## src/design/cfp_regs.svh

```systemverilog
`ifndef CFP_REGS_SVH
`define CFP_REGS_SVH
// ----------------------------------------
// Register word addresses
// ----------------------------------------
`define CFP_ADDR_CTRL 3'h0
`define CFP_ADDR_LENGTH 3'h1
`define CFP_ADDR_STATUS 3'h2
`define CFP_ADDR_IRQ_STAT 3'h3
`define CFP_ADDR_IRQ_MASK 3'h4
`define CFP_ADDR_PROGRESS 3'h5
// ----------------------------------------
// Field positions and reset values
// ----------------------------------------
`define CFP_CTRL_SCAN_BIT 0
`define CFP_CTRL_RESET 1'h0
`define CFP_LENGTH_RESET 16'h0010
`define CFP_IRQ_DONE_BIT 0
`define CFP_IRQ_FAULT_BIT 1
`define CFP_IRQ_BYTE_BIT 2
`define CFP_IRQ_RESET 3'h0
`define CFP_SYNC_BYTE 8'ha5
// ----------------------------------------
// Timing
// ----------------------------------------
`define CFP_CLK_MHZ 25
`define CFP_WAIT_MIN_US 30
`define CFP_WAIT_MAX_US 300
`define CFP_WAIT_CYCLES (`CFP_WAIT_MIN_US * `CFP_CLK_MHZ)
`define CFP_POWER_CYCLES 16'h0010
`define CFP_CLEAR_CYCLES 16'h0040
`define CFP_CFG_CLOCK_HALF 16'h0004
`endif

```

## src/design/cfp_pkg.sv

```systemverilog
package cfp_pkg;
  // One-hot sequencer states
  typedef enum logic [6:0]
  {
    st_power = 7'h01,
    st_clear = 7'h02,
    st_wait = 7'h04,
    st_delay = 7'h08,
    st_load = 7'h10,
    st_fault = 7'h20,
    st_active = 7'h40
  } cfp_state_type;
  // Configuration modes from the mode pins
  typedef enum logic [1:0]
  {
    mode_master = 2'h0,
    mode_slave = 2'h1,
    mode_parallel = 2'h2,
    mode_slave_alt = 2'h3
  } cfp_mode_type;
  // Output level and output enable of one pin
  typedef struct packed
  {
    logic o;
    logic oe;
  } cfp_drive_type;
  // Boundary-scan input pins
  typedef struct packed
  {
    logic tdi;
    logic tck;
    logic tms;
  } cfp_test_type;
endpackage

```

## src/design/cfp_config_port.sv

```systemverilog
`timescale 1ns/1ns
`include "cfp_regs.svh"
module cfp_config_port
(
  // Clock and reset
  input wire logic clk,
  input wire logic rst_n,
  // Avalon-MM slave
  input wire logic [2:0] avs_address,
  input wire logic avs_read,
  input wire logic avs_write,
  input wire logic [31:0] avs_writedata,
  output logic [31:0] avs_readdata,
  output logic avs_waitrequest,
  output logic irq,
  // Configuration control pins
  input wire logic reprogram_n,
  input wire logic [1:0] mode_sel_in,
  input wire logic init_n_in,
  output cfp_pkg::cfp_drive_type init_n_drv,
  // Status pins
  input wire logic config_busy_high_in,
  output cfp_pkg::cfp_drive_type config_busy_high_out,
  input wire logic config_pending_low_in,
  output cfp_pkg::cfp_drive_type config_pending_low_out,
  // Configuration link
  input wire logic cfg_clock_in,
  output cfp_pkg::cfp_drive_type cfg_clock_drv,
  input wire logic serial_data_in,
  output cfp_pkg::cfp_drive_type serial_data_drv,
  input wire logic [7:0] parallel_cfg_data_in,
  input wire logic chain_select_in,
  // Boundary-scan pins
  input cfp_pkg::cfp_test_type test_pins_in,
  output logic scan_enable,
  output cfp_pkg::cfp_test_type scan_test,
  // User side
  input cfp_pkg::cfp_drive_type [2:0] user_pin_drv,
  output logic [2:0] user_pin_val,
  output cfp_pkg::cfp_test_type user_test_val,
  output logic outputs_active
);
  import cfp_pkg::*;

  // ----------------------------------------
  // Input synchronisers
  // ----------------------------------------
  logic [19:0] sync1;
  logic [19:0] sync2;
  logic s_prog_n;
  logic [1:0] s_mode;
  logic s_init_n;
  logic s_busy;
  logic s_pend;
  logic s_cfg_clock;
  logic s_din;
  logic [7:0] s_par;
  logic s_csel;
  cfp_test_type s_test;

  // Every pin crosses two flops before use
  always_ff @(posedge clk)
  begin
    if (!rst_n)
    begin
      sync1 <= 20'h00000;
      sync2 <= 20'h00000;
    end
    else
    begin
      sync1 <= {reprogram_n, mode_sel_in, init_n_in, config_busy_high_in,
                config_pending_low_in, cfg_clock_in, serial_data_in,
                parallel_cfg_data_in, chain_select_in, test_pins_in};
      sync2 <= sync1;
    end
  end

  // Unpack the synchronised pins
  assign {s_prog_n, s_mode, s_init_n, s_busy, s_pend, s_cfg_clock, s_din,
          s_par, s_csel, s_test} = sync2;

  // ----------------------------------------
  // Registers and sequencer state
  // ----------------------------------------
  cfp_state_type state;
  cfp_mode_type mode;
  logic scan_used;
  logic [15:0] length;
  logic [2:0] irq_stat;
  logic [2:0] irq_mask;
  logic [15:0] count;
  logic extra_clear;
  logic [15:0] byte_count;
  logic [7:0] last_byte;
  logic [6:0] shift;
  logic [2:0] bit_count;
  logic cfg_clock_d;
  logic m_clk;
  logic [15:0] div_count;
  logic [1:0] fwd;
  logic bus_req;
  logic bus_take;
  logic rise;
  logic fall;
  logic byte_valid;
  logic [7:0] next_byte;
  logic ev_done;
  logic ev_fault;
  logic is_master;

  assign bus_req = avs_read | avs_write;
  assign bus_take = bus_req & ~avs_waitrequest;
  assign is_master = (mode == mode_master);

  // ----------------------------------------
  // Configuration clock edges
  // ----------------------------------------
  // Slave edges come from the sampled pin, master edges from the divider
  always_ff @(posedge clk)
  begin
    if (!rst_n)
      cfg_clock_d <= 1'b0;
    else
      cfg_clock_d <= s_cfg_clock;
  end

  always_ff @(posedge clk)
  begin
    if (!rst_n)
    begin
      m_clk <= 1'b0;
      div_count <= 16'h0000;
    end
    else if (state == st_load && is_master)
    begin
      if (div_count == `CFP_CFG_CLOCK_HALF - 16'h0001)
      begin
        div_count <= 16'h0000;
        m_clk <= ~m_clk;
      end
      else
        div_count <= div_count + 16'h0001;
    end
    else
    begin
      m_clk <= 1'b0;
      div_count <= 16'h0000;
    end
  end

  // Edge pulses seen by the load logic
  always_comb
  begin
    if (is_master)
    begin
      rise = (state == st_load) && (div_count == `CFP_CFG_CLOCK_HALF - 16'h0001) && !m_clk;
      fall = (state == st_load) && (div_count == `CFP_CFG_CLOCK_HALF - 16'h0001) && m_clk;
    end
    else
    begin
      rise = s_cfg_clock & ~cfg_clock_d;
      fall = ~s_cfg_clock & cfg_clock_d;
    end
  end

  // ----------------------------------------
  // Data capture
  // ----------------------------------------
  // bit and byte capture
  always_comb
  begin
    byte_valid = 1'b0;
    next_byte = 8'h00;
    if (state == st_load && rise)
    begin
      if (mode == mode_parallel)
      begin
        byte_valid = s_csel;
        next_byte = s_par;
      end
      else
      begin
        byte_valid = (bit_count == 3'h7);
        next_byte = {shift, s_din};
      end
    end
  end

  // Serial shift register, MSB first
  always_ff @(posedge clk)
  begin
    if (!rst_n || state != st_load)
    begin
      shift <= 7'h00;
      bit_count <= 3'h0;
    end
    else if (rise && mode != mode_parallel)
    begin
      shift <= {shift[5:0], s_din};
      bit_count <= bit_count + 3'h1;
    end
  end

  // two-stage pipe so each bit leaves on the second fall
  always_ff @(posedge clk)
  begin
    if (!rst_n)
    begin
      fwd <= 2'h0;
      serial_data_drv <= '{o: 1'b0, oe: 1'b0};
    end
    else
    begin
      if (rise)
        fwd <= {fwd[0], s_din};
      if (state == st_load && mode != mode_parallel)
      begin
        serial_data_drv.oe <= 1'b1;
        if (fall)
          serial_data_drv.o <= fwd[1];
      end
      else
        serial_data_drv <= '{o: 1'b0, oe: 1'b0};
    end
  end

  // ----------------------------------------
  // Sequencer
  // ----------------------------------------
  assign ev_fault = byte_valid && byte_count == 16'h0000 && next_byte != `CFP_SYNC_BYTE;
  assign ev_done = byte_valid && !ev_fault && byte_count + 16'h0001 >= length;

  always_ff @(posedge clk)
  begin
    if (!rst_n)
    begin
      state <= st_power;
      count <= 16'h0000;
      extra_clear <= 1'b0;
      mode <= mode_slave;
      byte_count <= 16'h0000;
      last_byte <= 8'h00;
    end
    else if (!s_prog_n && state != st_clear)
    begin
      state <= st_clear;
      count <= 16'h0000;
      extra_clear <= 1'b1;
    end
    else
    begin
      case (state)
        st_power:
        begin
          count <= count + 16'h0001;
          if (count == `CFP_POWER_CYCLES)
          begin
            state <= st_clear;
            count <= 16'h0000;
          end
        end
        st_clear:
        begin
          count <= count + 16'h0001;
          if (!s_prog_n)
            extra_clear <= 1'b1;
          // finish this clear, then one more
          if (count == `CFP_CLEAR_CYCLES)
          begin
            count <= 16'h0000;
            if (s_prog_n && extra_clear)
              extra_clear <= 1'b0;
            else if (s_prog_n)
              state <= st_wait;
          end
        end
        // held while init low, mode taken on release
        st_wait:
        begin
          byte_count <= 16'h0000;
          if (s_init_n)
          begin
            mode <= cfp_mode_type'(s_mode);
            count <= 16'h0000;
            state <= (s_mode == mode_master) ? st_delay : st_load;
          end
        end
        // master waits the minimum extra time
        st_delay:
        begin
          count <= count + 16'h0001;
          if (count == 16'(`CFP_WAIT_CYCLES - 1))
            state <= st_load;
        end
        st_load:
        begin
          if (byte_valid)
          begin
            last_byte <= next_byte;
            byte_count <= byte_count + 16'h0001;
          end
          // bad sync byte is a data error
          if (ev_fault)
            state <= st_fault;
          else if (ev_done)
            state <= st_active;
        end
        st_fault:
          state <= st_fault;
        st_active:
          state <= st_active;
        default:
          state <= st_power;
      endcase
    end
  end

  // ----------------------------------------
  // Pin roles
  // ----------------------------------------
  // the user-role handover keys off the one active state; init is pulled low in power, clear and fault
  always_ff @(posedge clk)
  begin
    if (!rst_n)
    begin
      config_busy_high_out <= '{o: 1'b1, oe: 1'b1};
      config_pending_low_out <= '{o: 1'b0, oe: 1'b1};
      init_n_drv <= '{o: 1'b0, oe: 1'b1};
      outputs_active <= 1'b0;
    end
    else if (state == st_active)
    begin
      // status pins handed to the user
      config_busy_high_out <= user_pin_drv[0];
      config_pending_low_out <= user_pin_drv[1];
      init_n_drv <= user_pin_drv[2];
      outputs_active <= 1'b1;
    end
    else
    begin
      config_busy_high_out <= '{o: 1'b1, oe: 1'b1};
      config_pending_low_out <= '{o: 1'b0, oe: 1'b1};
      // open drain: only ever pulls low
      init_n_drv.o <= 1'b0;
      init_n_drv.oe <= (state == st_power) || (state == st_clear) || (state == st_fault);
      outputs_active <= 1'b0;
    end
  end

  // Master clock pin, input otherwise
  // Pin takes the divider's next level, so it moves on the edge that samples and forwards
  always_ff @(posedge clk)
  begin
    if (!rst_n)
      cfg_clock_drv <= '{o: 1'b0, oe: 1'b0};
    else
      cfg_clock_drv <= '{o: m_clk ^ (is_master & (rise | fall)), oe: (state == st_load) && is_master};
  end

  // Pin levels read back by user logic once active
  always_ff @(posedge clk)
  begin
    if (!rst_n || state != st_active)
      user_pin_val <= 3'h0;
    else
      user_pin_val <= {s_init_n, s_pend, s_busy};
  end

  // ----------------------------------------
  // Boundary scan
  // ----------------------------------------
  // scan lives on only if used
  always_ff @(posedge clk)
  begin
    if (!rst_n)
    begin
      scan_enable <= 1'b1;
      scan_test <= '{tdi: 1'b0, tck: 1'b0, tms: 1'b0};
      user_test_val <= '{tdi: 1'b0, tck: 1'b0, tms: 1'b0};
    end
    else
    begin
      scan_enable <= (state != st_active) || scan_used;
      if ((state != st_active) || scan_used)
        scan_test <= s_test;
      else
        scan_test <= '{tdi: 1'b0, tck: 1'b0, tms: 1'b0};
      if (state == st_active)
        user_test_val <= s_test;
      else
        user_test_val <= '{tdi: 1'b0, tck: 1'b0, tms: 1'b0};
    end
  end

  // ----------------------------------------
  // Avalon slave
  // ----------------------------------------
  // One wait cycle, then a one-cycle acknowledge
  always_ff @(posedge clk)
  begin
    if (!rst_n)
      avs_waitrequest <= 1'b1;
    else
      avs_waitrequest <= ~(bus_req & avs_waitrequest);
  end

  // Writes land on the acknowledge edge
  always_ff @(posedge clk)
  begin
    if (!rst_n)
    begin
      scan_used <= `CFP_CTRL_RESET;
      length <= `CFP_LENGTH_RESET;
      irq_mask <= `CFP_IRQ_RESET;
    end
    else if (bus_take && avs_write)
    begin
      case (avs_address)
        `CFP_ADDR_CTRL: scan_used <= avs_writedata[`CFP_CTRL_SCAN_BIT];
        `CFP_ADDR_LENGTH: length <= avs_writedata[15:0];
        `CFP_ADDR_IRQ_MASK: irq_mask <= avs_writedata[2:0];
        default: ;
      endcase
    end
  end

  // Sticky events; a new event beats a same-cycle clear
  always_ff @(posedge clk)
  begin
    if (!rst_n)
      irq_stat <= `CFP_IRQ_RESET;
    else
    begin
      if (bus_take && avs_write && avs_address == `CFP_ADDR_IRQ_STAT)
        irq_stat <= irq_stat & ~avs_writedata[2:0] | {byte_valid, ev_fault, ev_done};
      else
        irq_stat <= irq_stat | {byte_valid, ev_fault, ev_done};
    end
  end

  // Level interrupt from unmasked sticky bits
  always_ff @(posedge clk)
  begin
    if (!rst_n)
      irq <= 1'b0;
    else
      irq <= |(irq_stat & irq_mask);
  end

  // Read data set up while waitrequest is still high
  always_ff @(posedge clk)
  begin
    if (!rst_n)
      avs_readdata <= 32'h00000000;
    else if (avs_read && avs_waitrequest)
    begin
      case (avs_address)
        `CFP_ADDR_CTRL: avs_readdata <= {31'h00000000, scan_used};
        `CFP_ADDR_LENGTH: avs_readdata <= {16'h0000, length};
        `CFP_ADDR_STATUS: avs_readdata <= {19'h00000, outputs_active, 2'h0, mode, 1'b0, state};
        `CFP_ADDR_IRQ_STAT: avs_readdata <= {29'h00000000, irq_stat};
        `CFP_ADDR_IRQ_MASK: avs_readdata <= {29'h00000000, irq_mask};
        `CFP_ADDR_PROGRESS: avs_readdata <= {8'h00, last_byte, byte_count};
        default: avs_readdata <= 32'h00000000;
      endcase
    end
  end
endmodule // cfp_config_port

```

## config.mk

```make
export PLATFORM = sky130hd
export DESIGN_NAME = cfp_config_port
export DESIGN_NICKNAME = d
export VERILOG_FILES = /design/src/design/cfp_pkg.sv /design/src/design/cfp_config_port.sv
export VERILOG_INCLUDE_DIRS = /design/src /design/src/design
export SDC_FILE = /design/constraint.sdc
export NUM_CORES = 1
export LEC_CHECK = 0
export ABC_AREA = 1
export ABC_CLOCK_PERIOD_IN_PS = 3600
export BUFFER_PORTS_ARGS = -buffer_cell sky130_fd_sc_hd__buf_2
export CAP_MARGIN = 0
export CORE_AREA = 4 4 142 144
export DETAILED_ROUTE_END_ITERATION = 8
export DIE_AREA = 0 0 146 148
export PLACE_DENSITY = 0.71
export SYNTH_ARGS = -nofsm -noshare
export SYNTH_HDL_FRONTEND = slang
export SYNTH_SLANG_ARGS = --single-unit
```

## constraint.sdc

```tcl
create_clock -name clk -period 3.6 [get_ports clk]
set_input_delay 0.36 -clock clk [delete_from_list [all_inputs] [get_ports clk]]
set_output_delay 0.36 -clock clk [all_outputs]
set_load 0.1 [all_outputs]
```

==> summary.md, run 1 <==
| Metric | Value |
|---|---|
| Status | finished clean |
| Mapped cell area | 0.008398 mm² |
| Initial antenna violation count | 0 |
| Unrepaired setup endpoints after global routing | no |
| CTS max path bufs | 2 |
| Critical path arrival | 3.47 ns |
| Syn Inst Count | 1132 |
| CTS root buf | clkbuf_16 |
| Critical path capture point type | flip-flop |
| CP Class | reg2reg |
| Max Slew Vio Count | 0 |
| DRC | 0 |
| Num rows | 50 |
| Vert. Die Dim | 148 µm |
| Top post-synthesis cells by area | dfxtp_1, nand2_1, inv_1, a21oi_1, o21ai_0 |
| Vias in the first global route | 6610 |
| Crit-path max FO | 7 |
| Area of placed instances | 0.009019 mm² |
| Worst path cell trace | ha_1, nand3_1, nor2_1, nand2_1, nor2_1, nand3_1, nor2_1, nand3_1, xor2_1, ha_1, nand2_1, inv_1, nand3_1, nor3_1, nand3_1, nand3_1, nand3_2, nand2_4, nand2_1, a21oi_1 |
| Initial core utilization | 44.90% |
| GP Congestion | 0.8844 |
| Setup Buffers After CTS | 0 |
| CTS buffer count | 17 |
| Seq cells post-synth | 190 |
| Synth area leader | dfxtp_1 |
| Routed wire length per instance | 12.98 µm |
| Global-route wire length before repair | 31.44 mm |
| Area fraction of the dominant cell type after synthesis | 45.29% |
| Tmin final | 3.100 ns |
| Final setup viols | 0 |
| Final Skew | 0.01381 ns |
| Post-synth EDFFs | 0 |
| Register area share after synthesis | 45.29% |
| Startpoint types | flip-flop |
| Tightest Pin Transition | 0.8116 ns |
| Mean Syn Cell Area | 7.419 µm² |
| Slew margin rel. | 45.89% |
| H-Tree Depth | 4 |
| Largest net degree at the start of global routing | 90 |
| Post-DRT Antenna Nets | 0 |
| Setup TNS | 0 ns |
| Synth-to-layout area growth | 14.72% |
| Setup WS post-layout | 0.5002 ns |
| CTS tree | done |
| Final WL | 18.97 mm |
| Cts hold-fix bufs | 0 |
| Num ports | 120 |
| CTS resizes | 0 |
| Warnings from Yosys | 0 |
| Top_reg_cell synth | dfxtp_1 |
| CP max-delay cell | dfxtp_1 |
| Congestion Overflow GR | 0 |
| Min-delay worst type | in2reg |
| Cell with the most instances after synthesis | nand2_1 |
| 1st-iter DRT viols | 575 |
| # diodes | 0 |
| Overall Global Routing Usage | 17.63% |
| Yosys cell types | 49 |
| Die area | 0.02161 mm² |
| Hold Vio Cnt, Final | 0 |
| Share of layout cells above drive strength 1 | 14.02% |
| Die W | 146 µm |
| Post-synth top cells | nand2_1, dfxtp_1, inv_1 |
| Max Fclk | 322.6 MHz |
| VDD IR-drop max | 0.0003444 V |
| Nets@finish | 1303 |
| Final worst-path cycle share | 86.10% |
| Largest stage delay, worst path | 0.47 ns |
| Crit-path most repeated cell | nand3_1 |
| Clock-pin slew on the worst setup and hold paths | 0.08 ns |
| Place WS | 0.5312 ns |
| Lkg Pwr | 4.253 nW |
| Port buffer count | 95 |
| Critical Path RT | 3.97 ns |
| TritonRoute pass-1 iters | 5 |
| Clock tree sinks | 190 |
| Clk Latency, worst-skew pair | 0.45 ns |
| Asr flop ratio synth | 0% |
| Vias/cell | 4.997 |
| Max-cap violations | 0 |
| Final instance area | 0.009634 mm² |
| Core area | 0.01871 mm² |
| DR vias | 7301 |
| FF-to-FF setup slack | 0.50 ns |
| Layout fillers | 1778 |
| Cell Pwr Density | 461.7 mW/mm² |
| Post-DP HPWL | 13.82 mm |
cell type report:
| cell class | count | area (µm²) | area share (%) |
|---|---|---|---|
| clock buffer | 17 | 425.4 | 4.416 |
| clock inverter | 15 | 190.2 | 1.974 |
| timing repair buffer | 101 | 520.5 | 5.403 |
| inverter | 172 | 645.6 | 6.701 |
| sequential | 190 | 3804 | 39.48 |
| tap | 234 | 292.8 | 3.039 |
| multi-input combinational | 732 | 3756 | 38.99 |
metrics by stage:
| stage | hold WS (ns) | power [mW] | utilization, % | cells |
|---|---|---|---|---|
| 6_report | 0.09198 | 4.448 | 51.51 | 1461 |
| 5_1_grt | 0.08497 | 4.618 | 51.51 | 1461 |
| 4_1_cts | 0.07926 | 4.491 | 51.51 | 1461 |
| 3_5_place_dp | 0.3960 | 2.580 | 48.21 | 1429 |
| 3_3_place_gp | 0.3923 | 2.577 | 48.21 | 1429 |
| 2_1_floorplan | 0.3905 | 2.504 | - | 1139 |
logic make-up (layout without fill, tap and decap cells):
logic type | count (synthesis) | after routing | share of synthesized area [%]
buffers and inverters | 217 | 305 | 10.30
AOI/OAI and AO/OA | 236 | 236 | 15.23
adders and majority gates | 24 | 24 | 3.576
other | 1 | 8 | 0.04465
DFF | 190 | 190 | 45.29
xor gates and xnor gates | 24 | 24 | 2.503
and+or+nand+nor | 440 | 440 | 23.06
sequential cells by signal, indices dropped and copies added (netlist names), 2 cells and up:
| name | flops |
|---|---|
| avs_readdata | 24 |
| sync1 | 20 |
| sync2 | 20 |
| byte_count | 16 |
| count | 16 |
| div_count | 16 |
| length | 16 |
| last_byte | 8 |
| shift | 7 |
| state | 7 |
| bit_count | 3 |
| irq_mask | 3 |
| irq_stat | 3 |
| scan_test | 3 |
| user_pin_val | 3 |
| user_test_val | 3 |
| cfg_clock_drv | 2 |
| config_busy_high_out | 2 |
| config_pending_low_out | 2 |
| fwd | 2 |
| init_n_drv | 2 |
| mode | 2 |
| serial_data_drv | 2 |
worst max-delay path: cells and delay by family, from the launching register on:
family | cells | cell delay (ns)
XOR/XNOR | 1 | 0.17
buffers and inverters | 1 | 0.05
flip-flops | 1 | 0.47
AO/OA/AOI/OAI | 1 | 0.13
AND/OR/NAND/NOR | 15 | 1.69
adder cells (fa/ha/maj) | 2 | 0.52
worst paths after layout:
| kind | startpoint | endpoint | cells past startpoint |
|---|---|---|---|
| setup reg to reg | byte_count[0] | state[1] | 20 |
| hold / removal | parallel_cfg_data_in[7] | sync1[11] | 3 |
| setup / recovery | byte_count[0] | state[1] | 20 |
| hold reg to reg | sync2[15] | user_pin_val[0] | 2 |
routing by layer:
| metal | global-route usage [%] | wire length (µm) |
|---|---|---|
| met3 | 3.801 | 925 |
| met4 | 5.174 | 289 |
| met2 | 27.75 | 8420 |
| met5 | 0 | 0 |
| met1 | 24.51 | 9334 |
power by group:
group,leakage (nW),internal (mW),switching (mW)
logic,2.41,0.0792,0.290
registers,1.54,2.14,0.0201
clock network,0.299,1.00,0.913
total,4.25,3.23,1.22
cell usage in the layout (no fill, tap or decap), types with 2 or more instances in the layout:
master,n
nor2_2,7
o221ai_1,3
conb_1,8
clkinv_8,4
o21ai_0,76
nand4_1,12
nor4_1,9
inv_1,163
o311ai_1,2
buf_4,6
nand2_1,233
o211ai_1,5
inv_8,5
nor2_1,96
buf_2,95
nor3_1,20
xnor2_1,3
ha_1,24
a31oi_1,13
nand2_2,7
a21oi_1,114
inv_6,2
a221oi_1,3
or2_2,5
o22ai_1,11
xor2_1,21
nand3_1,38
nor3_2,3
o21a_1,2
dfxtp_1,190
inv_2,8
clkbuf_16,17
No activity file was read; power rests on OpenSTA's default activity.
==> run 2: changes to the inputs <==
- CELL_PAD_IN_SITES_DETAIL_PLACEMENT: unset -> 2
- CELL_PAD_IN_SITES_GLOBAL_PLACEMENT: unset -> 2
- CORE_AREA: 4 4 142 144 -> 4 4 165 167
- DIE_AREA: 0 0 146 148 -> 0 0 169 171
- PLACE_DENSITY: 0.71 -> 0.86
==> run 2 against run 1 <==
  * Count of clock-buffer cells in the layout up 1
  * Sequential cell count unchanged
  * Wire length increased by 47%
  * First-iteration DRC count down 25%
  * Die area rose by 34%
  * Sequential power about the same
  * Worst setup slack got worse by 0.11 ns
  * Critical path type unchanged
  * Highest routed layer unchanged
==> summary.md, run 2 (same netlist as run 1, synthesis figures left out) <==
| Metric | Value |
|---|---|
| Inst Count DP | 1532 |
| Final WL | 27.87 mm |
| Vert. Die Dim | 171 µm |
| Die W | 169 µm |
| Global-route wire length before repair | 45.28 mm |
| Status | finished clean |
| Reg-to-Reg Start | byte_count[1] |
| Post-DRT Antenna Nets | 0 |
| CTS max path bufs | 2 |
| CTS buffer count | 17 |
| Max-cap violations | 0 |
| Clock-pin slew on the worst setup and hold paths | 0.08 ns |
| Final cell count without fillers | 1564 |
| Setup TNS | 0 ns |
| Largest stage delay, worst path | 0.41 ns |
| Largest net degree at the start of global routing | 90 |
| Vias in the first global route | 8406 |
| Setup Buffers After CTS | 0 |
| Commonest non-fill, non-tap cell in the layout | nand2_1 |
| Wire length on met3 | 1.029 mm |
| Share of layout cells above drive strength 1 | 14.24% |
| Initial core utilization | 32.60% |
| Critical path arrival | 3.57 ns |
| Met2 WL | 14.07 mm |
| Core area | 0.02576 mm² |
| Final setup viols | 0 |
| Slew margin rel. | 41.48% |
| Commonest cells after routing, fill and taps aside | nand2_1, dfxtp_1, inv_1, a21oi_1, nor2_1 |
| Vias/cell | 5.017 |
| Nets@finish | 1305 |
| Startpoint types | flip-flop |
| TritonRoute pass-1 iters | 5 |
| Critical Path RT | 3.96 ns |
| Cell Pwr Density | 466.9 mW/mm² |
| DR vias | 7846 |
| Max Slew Vio Count | 0 |
| Worst path cell trace | ha_1, nand3_1, nor2_1, nand2_1, nor2_1, nand3_1, nor2_1, nand3_1, xor2_1, ha_1, nand2_1, inv_1, nand3_1, nor3_2, nand3_1, nand3_1, nand3_2, nand2_4, nand2_1, a21oi_1 |
| Tightest Pin Transition | 0.8778 ns |
| # diodes | 0 |
| Biggest register | avs_readdata |
| Num rows | 59 |
| CTS tree | done |
| Min-delay worst type | in2reg |
| Final Skew | 0.01632 ns |
| Unrepaired setup endpoints after global routing | no |
| Initial antenna violation count | 0 |
| Largest registers | avs_readdata (24), sync1 (20), sync2 (20) |
| Max FFs per register | 24 |
| Lkg Pwr | 4.262 nW |
| Routed wire length per instance | 17.82 µm |
| Final worst-path cycle share | 89.19% |
| CTS root buf | clkbuf_16 |
| Highest Signal Layer | met4 |
| WL met1 | 12.43 mm |
| Critical path startpoint | byte_count[1] |
| Post-DP HPWL | 19.28 mm |
| CP max-delay cell | dfxtp_1 |
| GP Congestion | 0.7993 |
| Max Fclk | 311.4 MHz |
| Congestion Overflow GR | 0 |
| Crit-path most repeated cell | nand3_1 |
| Clk Latency, worst-skew pair | 0.44 ns |
| CP Class | reg2reg |
| VDD IR-drop max | 0.0002599 V |
| DRC | 0 |
| Hold Vio Cnt, Final | 0 |
| Port buffer count | 95 |
| 1st-iter DRT viols | 429 |
| Worst Min Path Start | cfg_clock_in |
| H-Tree Depth | 4 |
| Place WS | 0.3578 ns |
| Tmin final | 3.211 ns |
| Num ports | 120 |
| Die area | 0.02890 mm² |
| Crit-path max FO | 6 |
| Synth-to-layout area growth | 16.27% |
| Hold Slack | 0.09442 ns |
| Clock tree sinks | 190 |
| Critical path capture point type | flip-flop |
| Setup WS post-layout | 0.3892 ns |
| Overall Global Routing Usage | 19.41% |
-- run 2: cell types whose count changed in the layout (fill, tap and decap cells not counted) --
cell and change:
dfxtp_2 +1, inv_6 +4, clkbuf_1 +1, clkinv_4 +1
nor3_1 -1, inv_8 -2, bufinv_16 +1, clkinvlp_4 -1
clkinv_8 -4, nor3_2 +1, dfxtp_1 -1, buf_4 +2
-- run 2: what timing repair did --
item / in CTS / in global routing
setup endpoints to repair: 0 / 5
hold buffers: 0 / 0
gates resized for setup: 0 / 2
-- run 2: per-layer routing --
layer  vias to the layer above  track usage, %
met4                         0           4.445
met3                        26           3.073
met1                      3879           24.51
met2                       154           34.92
li1                       3787               -
met5                         -               0
-- run 2: metrics by stage --
stage                     power (mW)  area (µm²)  util [%]
after floorplan                2.504        8424         -
after detailed placement       2.609        9160     35.55
after CTS                      4.600        9758     37.88
final                          4.559        9764     37.90
after global routing           4.733        9764     37.90
after global placement         2.594        9160     35.55
-- run 2: layout make-up --
cell class	count	area, µm²
repair buffers	103	535.5
flip-flops and latches	190	3805
clock inverters	14	168.9
multi-input cells	732	3761
fillers	3017	16000
inverters	172	645.6
clock buffers	18	429.2
well taps	335	419.2
-- run 2: critical path: cells and delay by family (launching register included) --
kind / cells / cell delay [ns]
AND/OR/NAND/NOR: 15 / 1.81
adder cells (fa/ha/maj): 2 / 0.50
flip-flops: 1 / 0.41
XOR/XNOR: 1 / 0.17
AO/OA/AOI/OAI: 1 / 0.17
buffers and inverters: 1 / 0.06
-- run 2: report_power, final --
part / total (mW) / switching (mW) / internal, mW
logic: 0.401 / 0.317 / 0.0840
registers: 2.17 / 0.0235 / 2.14
clock network: 1.99 / 0.937 / 1.05
-- run 2: worst paths after layout --
check | cells past startpoint | slack (ns) | end
setup / recovery | 20 | 0.39 | state[1]
setup reg to reg | 20 | 0.39 | state[1]
hold reg to reg | 2 | 0.42 | sync2[18]
hold / removal | 3 | 0.09 | sync1[13]
